### config.mk
export PLATFORM = sky130hd
export DESIGN_NAME = dsc_serial_port
export DESIGN_NICKNAME = d
export VERILOG_FILES = /design/src/rtl/dsc_pkg.sv /design/src/rtl/dsc_reg_if.sv /design/src/rtl/dsc_pin_sync.sv /design/src/rtl/dsc_reg_file.sv /design/src/rtl/dsc_serial_port.sv
export VERILOG_INCLUDE_DIRS = /design/src /design/src/rtl
export SDC_FILE = /design/constraint.sdc
export NUM_CORES = 1
export LEC_CHECK = 0
export ABC_AREA = 1
export CAP_MARGIN = 40
export CORE_ASPECT_RATIO = 0.6
export CORE_UTILIZATION = 55
export CTS_BUF_LIST = sky130_fd_sc_hd__clkbuf_16
export DETAILED_ROUTE_END_ITERATION = 16
export DONT_BUFFER_PORTS = 1
export PLACE_DENSITY_LB_ADDON = 0.25
export REMOVE_ABC_BUFFERS = 1
export SKIP_CTS_REPAIR_TIMING = 1
export SLEW_MARGIN = 20
export SYNTH_ARGS = -nofsm -noshare
export SYNTH_HDL_FRONTEND = slang
export SYNTH_SLANG_ARGS = --single-unit
export TNS_END_PERCENT = 50
### constraint.sdc
create_clock -name clock -period 7.2 [get_ports clock]
set_input_delay 1.44 -clock clock [delete_from_list [all_inputs] [get_ports clock]]
set_output_delay 1.44 -clock clock [all_outputs]
set_load 0.05 [all_outputs]
### src/rtl/dsc_regs.svh
// Offsets, field positions, reset values and timing figures of the serial configuration port
`ifndef DSC_REGS_SVH
`define DSC_REGS_SVH

`define DSC_ADDR_CTRL 13'h0000
`define DSC_ADDR_DATA 13'h0002
`define DSC_ADDR_VER 13'h000d
`define DSC_ADDR_CALST 13'h000e
`define DSC_ADDR_CMD 13'h000f
`define DSC_ADDR_MADDR 13'h0010
`define DSC_ADDR_MDATA 13'h0011
`define DSC_ADDR_TOP 13'h001f

`define DSC_INS_RW 7
`define DSC_INS_CNT_HI 6
`define DSC_INS_CNT_LO 5

`define DSC_CTRL_WIRE 7
`define DSC_CTRL_ORDER 6
`define DSC_CTRL_SRST 5
`define DSC_CTRL_PRE 4
`define DSC_CTRL_PDN 3
`define DSC_CTRL_SLEEP 2
`define DSC_CTRL_MASTER_CLOCK_DISABLE 1
`define DSC_CTRL_REFERENCE_SELECT 0
`define DSC_CTRL_SRST_MASK 8'h20

`define DSC_CTRL_RST 8'h80
`define DSC_DATA_RST 8'h00
`define DSC_DATA_MASK 8'h9d
`define DSC_CMD_RST 8'h00
`define DSC_CMD_MASK 8'h4d
`define DSC_DIVSEL_RST 3'h0
`define DSC_MADDR_RST 6'h00
`define DSC_MDATA_RST 6'h3f
// Arbitrary value
`define DSC_HW_VERSION 4'h0

// Idle levels of {port reset, data in, select, serial clock}
`define DSC_PIN_IDLE 4'h2
`define DSC_SCLK_MAX_MHZ 20

`endif

### src/rtl/dsc_pkg.sv
// Types shared by the serial configuration port modules
package dsc_pkg;
   typedef enum logic [1:0] {ph_instr, ph_data, ph_done} dsc_phase_type;
endpackage

### src/rtl/dsc_reg_if.sv
// Register access channel between the serial engine and the register file
`timescale 1ns/1ps
`default_nettype none
interface dsc_reg_if;
   logic wr_en;
   logic [12:0] addr;
   logic [7:0] wdata;
   logic [7:0] rdata;
   logic [7:0] ctrl;
   modport engine (output wr_en, output addr, output wdata, input rdata, input ctrl);
   modport store (input wr_en, input addr, input wdata, output rdata, output ctrl);
endinterface // dsc_reg_if
`default_nettype wire

### src/rtl/dsc_pin_sync.sv
// Two-stage synchronisers and edge detection for the serial port pins
`timescale 1ns/1ps
`default_nettype none
`include "dsc_regs.svh"
module dsc_pin_sync (
   input wire logic clock,
   input wire logic rst_n,
   input wire logic clk_en,
   input wire logic [3:0] pins,
   output logic [3:0] level,
   output logic [3:0] rise,
   output logic [3:0] fall
);
   logic [3:0] meta_r;
   logic [3:0] sync_r;
   logic [3:0] prev_r;

   always_ff @(posedge clock) begin
      if (!rst_n) begin
         meta_r <= `DSC_PIN_IDLE;
         sync_r <= `DSC_PIN_IDLE;
         prev_r <= `DSC_PIN_IDLE;
      end else if (clk_en) begin
         meta_r <= pins;
         sync_r <= meta_r;
         prev_r <= sync_r;
      end
   end

   assign level = sync_r;
   assign rise = sync_r & ~prev_r;
   assign fall = ~sync_r & prev_r;
endmodule // dsc_pin_sync
`default_nettype wire

### src/rtl/dsc_reg_file.sv
// Control, configuration and calibration registers of the serial port
`timescale 1ns/1ps
`default_nettype none
`include "dsc_regs.svh"
module dsc_reg_file (
   input wire logic clock,
   input wire logic rst_n,
   input wire logic clk_en,
   dsc_reg_if.store bus,
   input wire logic [1:0] cal_state,
   input wire logic cal_done,
   output logic [7:0] data_cfg,
   output logic [2:0] cal_divsel,
   output logic [7:0] mem_cmd,
   output logic [5:0] mem_addr,
   output logic [5:0] mem_data,
   output logic dac_current_off,
   output logic bandgap_off
);
   logic [7:0] ctrl_r;
   logic [7:0] ctrl_nxt;
   logic srst;
   logic hit_ctrl, hit_data, hit_ver, hit_calst, hit_cmd, hit_maddr, hit_mdata;

   assign hit_ctrl = bus.addr == `DSC_ADDR_CTRL;
   assign hit_data = bus.addr == `DSC_ADDR_DATA;
   assign hit_ver = bus.addr == `DSC_ADDR_VER;
   assign hit_calst = bus.addr == `DSC_ADDR_CALST;
   assign hit_cmd = bus.addr == `DSC_ADDR_CMD;
   assign hit_maddr = bus.addr == `DSC_ADDR_MADDR;
   assign hit_mdata = bus.addr == `DSC_ADDR_MDATA;
   assign srst = ctrl_r[`DSC_CTRL_SRST];

   // New control value lands at once; the reset bit drops one cycle after it is seen
   assign ctrl_nxt = (bus.wr_en && hit_ctrl) ? bus.wdata :          // [RULE12] [RULE24]
      (srst ? (ctrl_r & ~`DSC_CTRL_SRST_MASK) : ctrl_r);             // [RULE14]
   assign bus.ctrl = ctrl_r;

   assign bus.rdata = hit_ctrl ? ctrl_r :
      hit_data ? data_cfg :
      hit_ver ? {4'h0, `DSC_HW_VERSION} :
      hit_calst ? {2'b00, cal_state, 1'b0, cal_divsel} :
      hit_cmd ? {cal_done, mem_cmd[6:0]} :
      hit_maddr ? {2'b00, mem_addr} :
      hit_mdata ? {2'b00, mem_data} : 8'h00;                         // [RULE25]

   always_ff @(posedge clock) begin
      if (!rst_n) begin
         ctrl_r <= `DSC_CTRL_RST;
         dac_current_off <= 1'b0;
         bandgap_off <= 1'b0;
      end else if (clk_en) begin
         ctrl_r <= ctrl_nxt;
         dac_current_off <= ctrl_nxt[`DSC_CTRL_PDN] | ctrl_nxt[`DSC_CTRL_SLEEP]; // [RULE18] [RULE19]
         bandgap_off <= ctrl_nxt[`DSC_CTRL_PDN];                                // [RULE18]
      end
   end

   always_ff @(posedge clock) begin
      if (!rst_n || (clk_en && srst)) begin                          // [RULE13]
         data_cfg <= `DSC_DATA_RST;
         cal_divsel <= `DSC_DIVSEL_RST;
         mem_cmd <= `DSC_CMD_RST;
         mem_addr <= `DSC_MADDR_RST;
         mem_data <= `DSC_MDATA_RST;
      end else if (clk_en && bus.wr_en) begin
         if (hit_data) data_cfg <= bus.wdata & `DSC_DATA_MASK;
         if (hit_calst) cal_divsel <= bus.wdata[2:0];
         if (hit_cmd) mem_cmd <= bus.wdata & `DSC_CMD_MASK;
         if (hit_maddr) mem_addr <= bus.wdata[5:0];
         if (hit_mdata) mem_data <= bus.wdata[5:0];
      end
   end
endmodule // dsc_reg_file
`default_nettype wire

### src/rtl/dsc_serial_port.sv
// Serial configuration port: pin sampling, instruction and data phases, register access
//
// How it works
// [RULE1] Instruction bit 7 high means read, low means write.
// [RULE2] Instruction bits 6:5 give one to four data bytes.
// [RULE3] Low five instruction bits give start address; later addresses are generated.
// [RULE4] Incoming bits sampled on serial clock rising edges; state advances on them.
// [RULE5] Read data bits are launched on serial clock falling edges.
// [RULE6] Host keeps serial clock at or below 20 MHz.
// [RULE7] Low select starts and gates a cycle; data line released while high.
// [RULE8] Host holds select low for the whole cycle.
// [RULE9] Bit order zero, the default, sends bytes most significant bit first.
// [RULE10] Most significant first: address decrements per data byte toward 0x00.
// [RULE11] Least significant first: bits reversed, address increments toward 0x1f.
// [RULE12] Control register changes act at once, even mid-cycle.
// [RULE13] Soft reset restores all registers except the control register.
// [RULE14] Soft reset bit clears itself when the reset completes.
// [RULE15] Host should use single-byte cycles for configuration or soft reset.
// [RULE16] Wire mode one: data line bidirectional; zero: input only, separate output.
// [RULE17] Preamble bit selects one-byte or two-byte instruction (5 or 13 address bits).
// [RULE18] Power down shuts converter current and band gap reference.
// [RULE19] Sleep shuts converter current only.
// [RULE20] Clock-off bit disables the converter master clock.
// [RULE21] Reference select: zero internal band gap, one external reference.
// [RULE22] First eight rising edges (sixteen with the long preamble) carry the instruction, the rest data.
// [RULE23] Port reset pin returns to instruction start, dropping partial bytes.
// [RULE24] Each written byte lands as soon as its last bit arrives.
// [RULE25] Unmapped addresses read zero and ignore writes.
`timescale 1ns/1ps
`default_nettype none
`include "dsc_regs.svh"
module dsc_serial_port (
   input wire logic clock,
   input wire logic rst_n,
   input wire logic clk_en,
   input wire logic sclk,
   input wire logic port_select_n,
   input wire logic sdio_in,
   output logic sdio_out,
   output logic sdio_oe,
   output logic serial_data_out,
   output logic serial_data_oe,
   input wire logic port_reset,
   input wire logic [1:0] cal_state,
   input wire logic cal_done,
   output logic [7:0] data_path_config,
   output logic [2:0] cal_divsel,
   output logic [7:0] cal_command,
   output logic [5:0] cal_mem_addr,
   output logic [5:0] cal_mem_data,
   output logic dac_current_off,
   output logic bandgap_off,
   output logic master_clock_disable,
   output logic reference_select
);

   function automatic logic [7:0] shift_in(input logic [7:0] cur, input logic b,
                                           input logic lsb);
      return lsb ? {b, cur[7:1]} : {cur[6:0], b};
   endfunction

   function automatic logic [2:0] bit_pos(input logic [2:0] n, input logic lsb);
      return lsb ? n : 3'h7 - n;
   endfunction

   function automatic logic [12:0] addr_step(input logic [12:0] a, input logic up);
      logic [12:0] n;
      n = a;
      if (up && a < `DSC_ADDR_TOP) begin
         n = a + 13'h0001;
      end else if (!up && a != `DSC_ADDR_CTRL) begin
         n = a - 13'h0001;
      end
      return n;
   endfunction

   logic [3:0] pin_level;
   logic [3:0] pin_rise;
   logic [3:0] pin_fall;

   dsc_pin_sync u_sync (
      .clock(clock),
      .rst_n(rst_n),
      .clk_en(clk_en),
      .pins({port_reset, sdio_in, port_select_n, sclk}),
      .level(pin_level),
      .rise(pin_rise),
      .fall(pin_fall)
   );

   dsc_reg_if bus ();

   dsc_reg_file u_regs (
      .clock(clock),
      .rst_n(rst_n),
      .clk_en(clk_en),
      .bus(bus.store),
      .cal_state(cal_state),
      .cal_done(cal_done),
      .data_cfg(data_path_config),
      .cal_divsel(cal_divsel),
      .mem_cmd(cal_command),
      .mem_addr(cal_mem_addr),
      .mem_data(cal_mem_data),
      .dac_current_off(dac_current_off),
      .bandgap_off(bandgap_off)
   );

   // Straight copies of control register flops
   assign master_clock_disable = bus.ctrl[`DSC_CTRL_MASTER_CLOCK_DISABLE];        // [RULE20]
   assign reference_select = bus.ctrl[`DSC_CTRL_REFERENCE_SELECT];             // [RULE21]

   dsc_pkg::dsc_phase_type phase_r;
   dsc_pkg::dsc_phase_type phase_nxt;
   logic [2:0] bit_cnt_r;
   logic [2:0] bit_cnt_nxt;
   logic [1:0] byte_cnt_r;
   logic [1:0] byte_cnt_nxt;
   logic [1:0] count_r;
   logic pre_hi_r;
   logic pre_hi_nxt;
   logic rw_r;
   logic [7:0] shift_r;
   logic [7:0] instr_hi_r;
   logic [12:0] addr_r;
   logic [12:0] addr_nxt;

   logic sclk_rise, sclk_fall, sel_idle, port_hold, sdi;
   logic lsb_first, long_pre, three_wire;
   logic active, bit_take, byte_end, pre_first, instr_end, data_end, last_byte;
   logic reading, out_bit, hi_rw;
   logic step_up;
   logic [7:0] byte_in;
   logic [7:0] hi_byte;
   logic [4:0] instr_low5;
   logic [12:0] start_addr;

   assign sclk_rise = pin_rise[0];
   assign sclk_fall = pin_fall[0];
   assign sel_idle = pin_level[1];
   assign sdi = pin_level[2];
   assign port_hold = pin_level[3];

   // Port settings are read live, so a control write steers the very next bit
   assign lsb_first = bus.ctrl[`DSC_CTRL_ORDER];                     // [RULE12]
   assign long_pre = bus.ctrl[`DSC_CTRL_PRE];
   assign three_wire = bus.ctrl[`DSC_CTRL_WIRE];

   // A high select or a held port reset parks the engine at the instruction start
   assign active = !sel_idle && !port_hold;                         // [RULE7] [RULE23]
   assign bit_take = active && sclk_rise;                           // [RULE4]
   assign byte_in = shift_in(shift_r, sdi, lsb_first);              // [RULE9] [RULE11]
   assign byte_end = bit_take && bit_cnt_r == 3'h7;
   assign pre_first = byte_end && phase_r == dsc_pkg::ph_instr && long_pre && !pre_hi_r;
   assign instr_end = byte_end && phase_r == dsc_pkg::ph_instr &&
      (!long_pre || pre_hi_r);                                      // [RULE22] [RULE17]
   assign data_end = byte_end && phase_r == dsc_pkg::ph_data;
   assign last_byte = byte_cnt_r == count_r;                        // [RULE2]

   // With the long preamble the first byte holds direction, count and upper address
   assign hi_byte = long_pre ? instr_hi_r : byte_in;
   assign hi_rw = hi_byte[`DSC_INS_RW];
   assign instr_low5 = byte_in[4:0];
   assign start_addr = long_pre ? {instr_hi_r[4:0], byte_in} :
      {8'h00, instr_low5};                                          // [RULE3] [RULE17]

   assign bus.wr_en = data_end && !rw_r;                            // [RULE1] [RULE24]
   assign bus.addr = addr_r;
   assign bus.wdata = byte_in;

   // The step after a control byte already follows the order bit just written
   assign step_up = (bus.wr_en && addr_r == `DSC_ADDR_CTRL) ?
      byte_in[`DSC_CTRL_ORDER] : lsb_first;                         // [RULE12]

   assign reading = active && phase_r == dsc_pkg::ph_data && rw_r;
   assign out_bit = bus.rdata[bit_pos(bit_cnt_r, lsb_first)];       // [RULE9]

   assign phase_nxt = !active ? dsc_pkg::ph_instr :
      instr_end ? dsc_pkg::ph_data :
      (data_end && last_byte) ? dsc_pkg::ph_done : phase_r;
   assign bit_cnt_nxt = !active ? 3'h0 : (bit_take ? bit_cnt_r + 3'h1 : bit_cnt_r);
   assign pre_hi_nxt = !active ? 1'b0 : (pre_first ? 1'b1 : pre_hi_r);
   assign byte_cnt_nxt = (!active || instr_end) ? 2'h0 :
      (data_end ? byte_cnt_r + 2'h1 : byte_cnt_r);
   assign addr_nxt = instr_end ? start_addr :
      (data_end ? addr_step(addr_r, step_up) : addr_r);             // [RULE10] [RULE11]

   always_ff @(posedge clock) begin
      if (!rst_n) begin
         phase_r <= dsc_pkg::ph_instr;
         bit_cnt_r <= 3'h0;
         byte_cnt_r <= 2'h0;
         pre_hi_r <= 1'b0;
      end else if (clk_en) begin
         phase_r <= phase_nxt;
         bit_cnt_r <= bit_cnt_nxt;
         byte_cnt_r <= byte_cnt_nxt;
         pre_hi_r <= pre_hi_nxt;
      end
   end

   always_ff @(posedge clock) begin
      if (!rst_n) begin
         shift_r <= 8'h00;
         instr_hi_r <= 8'h00;
      end else if (clk_en) begin
         if (bit_take) shift_r <= byte_in;
         if (pre_first) instr_hi_r <= byte_in;
      end
   end

   always_ff @(posedge clock) begin
      if (!rst_n) begin
         rw_r <= 1'b0;
         count_r <= 2'h0;
         addr_r <= `DSC_ADDR_CTRL;
      end else if (clk_en) begin
         if (instr_end) begin
            rw_r <= hi_rw;                                          // [RULE1]
            count_r <= hi_byte[`DSC_INS_CNT_HI:`DSC_INS_CNT_LO];    // [RULE2]
         end
         addr_r <= addr_nxt;
      end
   end

   // Read bits leave on falling edges; wire mode picks the pin that carries them
   always_ff @(posedge clock) begin
      if (!rst_n) begin
         sdio_out <= 1'b0;
         sdio_oe <= 1'b0;
         serial_data_out <= 1'b0;
         serial_data_oe <= 1'b0;
      end else if (clk_en) begin
         if (!reading) begin
            sdio_oe <= 1'b0;                                        // [RULE7]
            serial_data_oe <= 1'b0;
         end else if (sclk_fall) begin
            sdio_out <= out_bit;                                    // [RULE5]
            serial_data_out <= out_bit;
            sdio_oe <= three_wire;                                  // [RULE16]
            serial_data_oe <= !three_wire;
         end
      end
   end
endmodule // dsc_serial_port
`default_nettype wire

[Yosys cells after proc, flatten, opt, wreduce, memory -nomap -nowiden]
Index checks and enable logic that the tools add are counted.
Cells by class
  add/sub/neg operators: 5
  order comparisons: 2
  $mul: 0
  multiplexer cells: 32
  divide/modulo/power cells: 0
  equal/unequal tests: 13
  shifts and indexed selects: 0
  reductions and logical operators: 51
  bitwise operators: 5
Operator list (number)
  two-way mux 13 bit: 5
  two-way mux 8 bit: 8
  == test 13 x 4 -> 1 bit (second input constant): 3
  AND reduction 2 bit: 14
  == test 13 x 5 -> 1 bit (second input constant): 2
  logical AND 1 bit: 17
  adder 13 x 1 -> 13 bit (second input constant): 1
  == test 13 x 2 -> 1 bit (second input constant): 1
  logical NOT 13 bit: 1
  less-than comparator 13 x 5 -> 1 bit (second input constant): 1
  nonzero test 13 bit: 1
  subtractor 13 x 1 -> 13 bit (second input constant): 1
  two-way mux 6 bit: 2
  two-way mux 2 bit: 5
  logical NOT 1 bit: 9
  two-way mux 3 bit: 3
  two-way mux 1 bit: 8
  AND reduction 3 bit: 2
  less-than comparator 3 x 4 -> 1 bit (second input constant): 1
  inequality test 2 x 1 -> 1 bit (second input constant): 2
  nonzero test 2 bit: 2
  adder 3 x 1 -> 3 bit (second input constant): 1
  binary-select mux 1 bit (select 3 bit): 1
  == test 3 bit (second input constant): 1
  12 further kinds: 16
Word-level totals
  output and inout bits: 39
  memories kept: 0
  input port bits: 10
  memory bits (read-only): 0
  bits in writable memories: 0
  bits in registers: 86
  bits in latches: 0

[Longest topological paths before layout]
  depth after elaboration: 14
  depth in mapped cells: 27

[Modules after synthesis]
From an unflattened synthesis, not the netlist that was laid out.
Second synthesis, totals
  cells, all modules: 823
  area, all modules: 5429.0 um^2
By module, submodules not included
  dsc_serial_port: instances 1, area each 2899.0 um^2, cells each 456
  dsc_reg_file: instances 1, area each 1975.6 um^2, cells each 284
  dsc_pin_sync: instances 1, area each 554.3 um^2, cells each 83

[Worst setup path after synthesis]
No wires, ideal clock.
  path type: reg2reg
  start point: reg bit_cnt_r[1]
  end point: reg addr_r[9]
  slack: 4293 ps
  cell stages (with the launch flop): 20
  arrival: 2775 ps
  required time: 7068 ps
  period minus slack after synthesis: 2907 ps
  path through: dfxtp_1 -> ha_1 -> ha_1 -> nand2_1 -> nor3_4 -> nand2_2 -> inv_1 -> nand3_2 -> nand2_1 -> nand3_2 -> ha_1 -> nand2_1 -> o21ai_0 -> a21oi_1 -> o21bai_1 -> a21oi_1 -> o21ai_0 -> o31ai_1 -> nand2_1 -> a21oi_1
Between the ends
  word-level cells in the longest chain between the ends: 10
  elaborated cells between the ends (all ways): 17
  those cells by class: eq/ne: 1; mux: 4; reduce/logical: 12
Ends and longest elaborated chain
  start: declaration: line dsc_serial_port.sv:115  | logic [2:0] bit_cnt_r;
  start signal: assignment: line dsc_serial_port.sv:196  | bit_cnt_r <= bit_cnt_nxt;
  == test 3 bit (*): line dsc_serial_port.sv:153  | assign byte_end = bit_take && bit_cnt_r == 3'h7;
  logical AND 1 bit (*): line dsc_serial_port.sv:153
  logical AND 1 bit: line dsc_serial_port.sv:157  | assign data_end = byte_end && phase_r == dsc_pkg::ph_data;
  logical AND 1 bit: line dsc_serial_port.sv:167  | assign bus.wr_en = data_end && !rw_r;
  logical AND 1 bit
  two-way mux 1 bit: line dsc_serial_port.sv:172  | assign step_up = (bus.wr_en && addr_r == `DSC_ADDR_CTRL) ?
  logical NOT 1 bit / logical AND 1 bit (equally long branches)
  logical AND 1 bit (no source line) / two-way mux 13 bit (equally long branches)
  nonzero test 3 bit (no source line) / two-way mux 13 bit (equally long branches)
  AND reduction 3 bit (no source line) / two-way mux 13 bit (equally long branches)
  end signal: assignment: line dsc_serial_port.sv:216  | addr_r <= `DSC_ADDR_CTRL;
  end signal: assignment: line dsc_serial_port.sv:222  | addr_r <= addr_nxt;
  end: declaration: line dsc_serial_port.sv:125  | logic [12:0] addr_r;
Mark *: on every way between the ends. The rest lies on a longest branch, timed or not. The select of a mux whose other input is x is not followed.
A chain may end at the register's enable or synchronous reset.

[Worst setup path in the final report]
  start point: reg u_regs.ctrl_r[6], in the netlist u_regs.bus.ctrl[6]
  end point: reg addr_r[9]
Between the ends
  word-level cells in the longest chain between the ends: 6
  elaborated cells between the ends (all ways): 10
  those cells by class: mux: 5; reduce/logical: 5
Ends and longest elaborated chain
  start: declaration: line dsc_reg_file.sv:20  | logic [7:0] ctrl_r;
  start signal: assignment: line dsc_reg_file.sv:49  | ctrl_r <= `DSC_CTRL_RST;
  start signal: assignment: line dsc_reg_file.sv:53  | ctrl_r <= ctrl_nxt;
  two-way mux 8 bit: line dsc_serial_port.sv:59  | return lsb ? {b, cur[7:1]} : {cur[6:0], b};
  two-way mux 1 bit (*): line dsc_serial_port.sv:172
  logical NOT 1 bit / logical AND 1 bit (equally long branches)
  logical AND 1 bit (no source line) / two-way mux 13 bit (equally long branches)
  nonzero test 3 bit (no source line) / two-way mux 13 bit (equally long branches)
  AND reduction 3 bit (no source line) / two-way mux 13 bit (equally long branches)
Marks and branches as above.

==> load_flow_metrics.sql <==
INSERT INTO impl_metrics (metric_group, metric, value, unit) VALUES
('layout', 'multi_input_comb_area', '2480', 'µm²'),
('sta', 'accumulated_negative_setup_slack', '0', 'ns'),
('detailed_routing', 'detail_route.wl_per_cell', '16.5', 'µm'),
('floorplanning', 'design.portCount', '49', ''),
('sta', 'fmaxAchievable', '277', 'MHz'),
('clock_tree', 'clk_transition_reported_paths', '0.06', 'ns'),
('yosys', 'synth.largest_area_cell', 'dfxtp_1', ''),
('critical_path', 'worstReg2RegStart', 'u_regs.bus.ctrl[6]$_SDFFE_PN0P_', ''),
('global_route', 'grt_start_max_net_pins', '35', ''),
('clock_tree', 'cts_max_level', '3', ''),
('critical_path', 'critical_path_class', 'reg2reg', ''),
('place', 'portBuffers', '0', ''),
('global_route', 'grt_pass1_vias', '3872', ''),
('floorplanning', 'dieArea', '8790', 'µm²'),
('floorplanning', 'row_count', '25', ''),
('place', 'globalplace.congestion', '0.952', ''),
('critical_path', 'r2r_cells', '13', ''),
('sta', 'final-hold-violation-count', '0', ''),
('critical_path', 'worst_r2r_endpoint', 'addr_r[9]$_SDFFE_PN0P_', ''),
('global_route', 'antenna_found_initial', '0', ''),
('yosys', 'postSynthCellCount', '674', ''),
('yosys', 'synth.ff_latch_count', '85', ''),
('layout', 'finish.net_count', '689', ''),
('yosys', 'yosysWarningCount', '0', ''),
('global_route', 'grt_first_pass_wirelength', '20300', 'µm'),
('detailed_routing', 'detailedRoute.firstIterationViolations', '515', ''),
('layout', 'register_area', '1700', 'µm²'),
('critical_path', 'slowest_delay', '0.76', 'ns'),
('power', 'switching_share', '0.221', ''),
('critical_path', 'worst-r2r-setup-slack', '3.59', 'ns'),
('power', 'share_comb_of_total_power', '0.035', ''),
('sta', 'maxSlewViolCount', '0', ''),
('yosys', 'area_fraction_of_the_dominant_cell_type_after_synthesis', '0.368', ''),
('detailed_routing', 'post-route-drc-count', '0', ''),
('detailed_routing', 'ant_nets', '0', ''),
('yosys', 'post_synth_main_area_contributors', 'dfxtp_1 (37%), nand2_1 (11%), a21oi_1 (8.6%), o21ai_0 (7.1%), inv_1 (5.7%)', ''),
('power', 'power_density', '202', 'nW/µm²'),
('yosys', 'synth.yosys.seq_area_share', '0.368', ''),
('critical_path', 'timing.critical_path.from', 'u_regs.bus.ctrl[6]$_SDFFE_PN0P_', ''),
('global_route', 'grt.overflow.total', '0', ''),
('clock_tree', 'cts-root-buf', 'clkbuf_16', ''),
('layout', 'final_layout_size_suffix_gt1_frac', '0.0687', ''),
('status', 'result_of_the_run', 'completed', ''),
('critical_path', 'worst-path-buf-inv', '0', ''),
('layout', 'final_cell_area', '4980', 'µm²'),
('detailed_routing', 'post_drt_via_cell_ratio', '5.83', ''),
('clock_tree', 'worst_skew_pair.late_latency', '0.35', 'ns'),
('yosys', 'async_set_or_reset_flop_fraction_in_the_synthesized_netlist', '0', ''),
('yosys', 'synth_most_common_cell', 'nand2_1', ''),
('critical_path', 'timing.critical_path.fanout_max', '21', ''),
('yosys', 'post_synth_instance_area', '4620', 'µm²'),
('sta', 'setup_viol', '0', ''),
('sta', 'period_utilisation_layout', '0.502', ''),
('power', 'power.sequential.fraction', '0.473', ''),
('place', 'post_dp_cell_area', '4650', 'µm²'),
('critical_path', 'critical_path.slowest_cell', 'dfxtp_1', ''),
('yosys', 'ys.flop_type', 'dfxtp_1', ''),
('power', 'largest_voltage_drop_on_the_vdd_net', '0.000128', 'V'),
('floorplanning', 'die-width', '120', 'µm'),
('floorplanning', 'start_util', '0.577', ''),
('sta', 'grt_setup_unrepaired', 'no', ''),
('layout', 'filler_cell_count', '730', ''),
('critical_path', 'crit_path_end_kind', 'flip-flop', ''),
('clock_tree', 'cts-root-to-sink-buffers', '2', ''),
('sta', 'worst_slew_margin', '0.363', ''),
('sta', 'timing.final.crit_period', '3.61', 'ns'),
('sta', 'final.setup_skew', '0.00681', 'ns'),
('yosys', 'syn_area_per_cell', '6.86', 'µm²'),
('clock_tree', 'cts_buffers', '9', ''),
('hold_path', 'hold_path_class', 'reg2reg', ''),
('critical_path', 'cp-endpoint', 'addr_r[9]$_SDFFE_PN0P_', '');
-- cell type report --
cell class	instances	area share
Timing Repair Buffer	7	0.0108
Inverter	76	0.0581
Multi-Input combinational cell	486	0.499
Tap cell	108	0.0271
Sequential cell	85	0.342
Clock buffer	9	0.0452
Clock inverter	7	0.0181
-- layout by cell type, fill, tap and decap left out, types with 3 or more instances in the layout --
cell type / n
inv_1: 70
nand4_1: 10
a211oi_1: 9
o21ai_1: 8
dfxtp_1: 85
o21ai_0: 66
or2_2: 3
o31ai_1: 4
nand3_1: 47
nor2_4: 3
conb_1: 7
xnor2_1: 3
a21oi_1: 79
clkbuf_16: 9
nor2_1: 64
nor2_2: 4
buf_4: 4
inv_2: 4
nand2_2: 4
xor2_1: 4
nand2_1: 131
o211ai_1: 6
ha_1: 13
-- registers in the layout, indices dropped and copies added (netlist names), 2 cells and up --
register,cells
addr_r,13
bit_cnt_r,3
byte_cnt_r,2
count_r,2
instr_hi_r,8
phase_r,2
shift_r,8
u_regs.bus.ctrl,8
u_regs.cal_divsel,3
u_regs.data_cfg,5
u_regs.mem_addr,6
u_regs.mem_cmd,4
u_regs.mem_data,6
u_sync.level,4
u_sync.meta_r,4
-- worst min path at each step --
stage	startpoint	end	slack, ns	cells after the start
floorplan	u_sync.level[1]$_SDFFE_PN1P_	u_sync.level[1]$_SDFFE_PN1P_	0.42	2
global placement	instr_hi_r[5]$_SDFFE_PN0P_	instr_hi_r[5]$_SDFFE_PN0P_	0.43	2
detailed placement	instr_hi_r[5]$_SDFFE_PN0P_	instr_hi_r[5]$_SDFFE_PN0P_	0.44	2
CTS	instr_hi_r[5]$_SDFFE_PN0P_	instr_hi_r[5]$_SDFFE_PN0P_	0.44	2
global route	instr_hi_r[5]$_SDFFE_PN0P_	instr_hi_r[5]$_SDFFE_PN0P_	0.47	2
finish	instr_hi_r[5]$_SDFFE_PN0P_	instr_hi_r[5]$_SDFFE_PN0P_	0.44	2
-- routing by layer --
| layer | GRT usage | wire, µm | share of wire | vias up |
|---|---|---|---|---|
| met5 | 0 | 0 | 0 | - |
| li1 | - | - | - | 2221 |
| met4 | 0.100 | 279 | 0.022 | 0 |
| met2 | 0.441 | 5210 | 0.41 | 248 |
| met1 | 0.441 | 5910 | 0.46 | 2040 |
| met3 | 0.0875 | 1440 | 0.11 | 29 |
-- kinds of logic after synthesis --
kind of cell             Yosys count  synth area share
other                              1          0.000811
flip-flops                        85             0.368
adder cells (fa/ha/maj)           14            0.0395
AO/OA/AOI/OAI                    184             0.216
XOR/XNOR                           7            0.0133
AND/OR/NAND/NOR                  274             0.262
buffers and inverters            109            0.0996
-- per-stage QoR --
step	setup slack (ns)	hold slack (ns)	util	total power [mW]	cells
global route	3.27	0.467	0.622	1.03	778
finish	3.59	0.445	0.622	1.01	778
CTS	3.65	0.445	0.621	1.01	777
detailed placement	3.66	0.435	0.581	0.521	761
global placement	3.79	0.432	0.578	0.520	758
floorplan	3.64	0.421	-	0.512	647
-- worst reg2reg max path, cell delays in order (launching register included) --
cell and delay (ns):
dfxtp_1 0.76, o21ai_0 0.50, nand2_1 0.24, nand3_2 0.31
ha_1 0.49, nand2_1 0.08, o21ai_0 0.37, a21oi_1 0.17
o21bai_1 0.19, a21oi_1 0.08, o21ai_0 0.08, o31ai_1 0.09
nand2_1 0.07, a21oi_1 0.07
-- power groups by stage --
stage               combinational (mW)  sequential (mW)  clock [mW]
floorplan                       0.0260            0.486           0
CTS                             0.0342            0.476       0.497
global route                    0.0380            0.477       0.514
detailed placement              0.0337            0.487           0
global placement                0.0330            0.487           0
finish                          0.0349            0.477       0.495
Note: power is estimated with default switching activity, not from simulation.
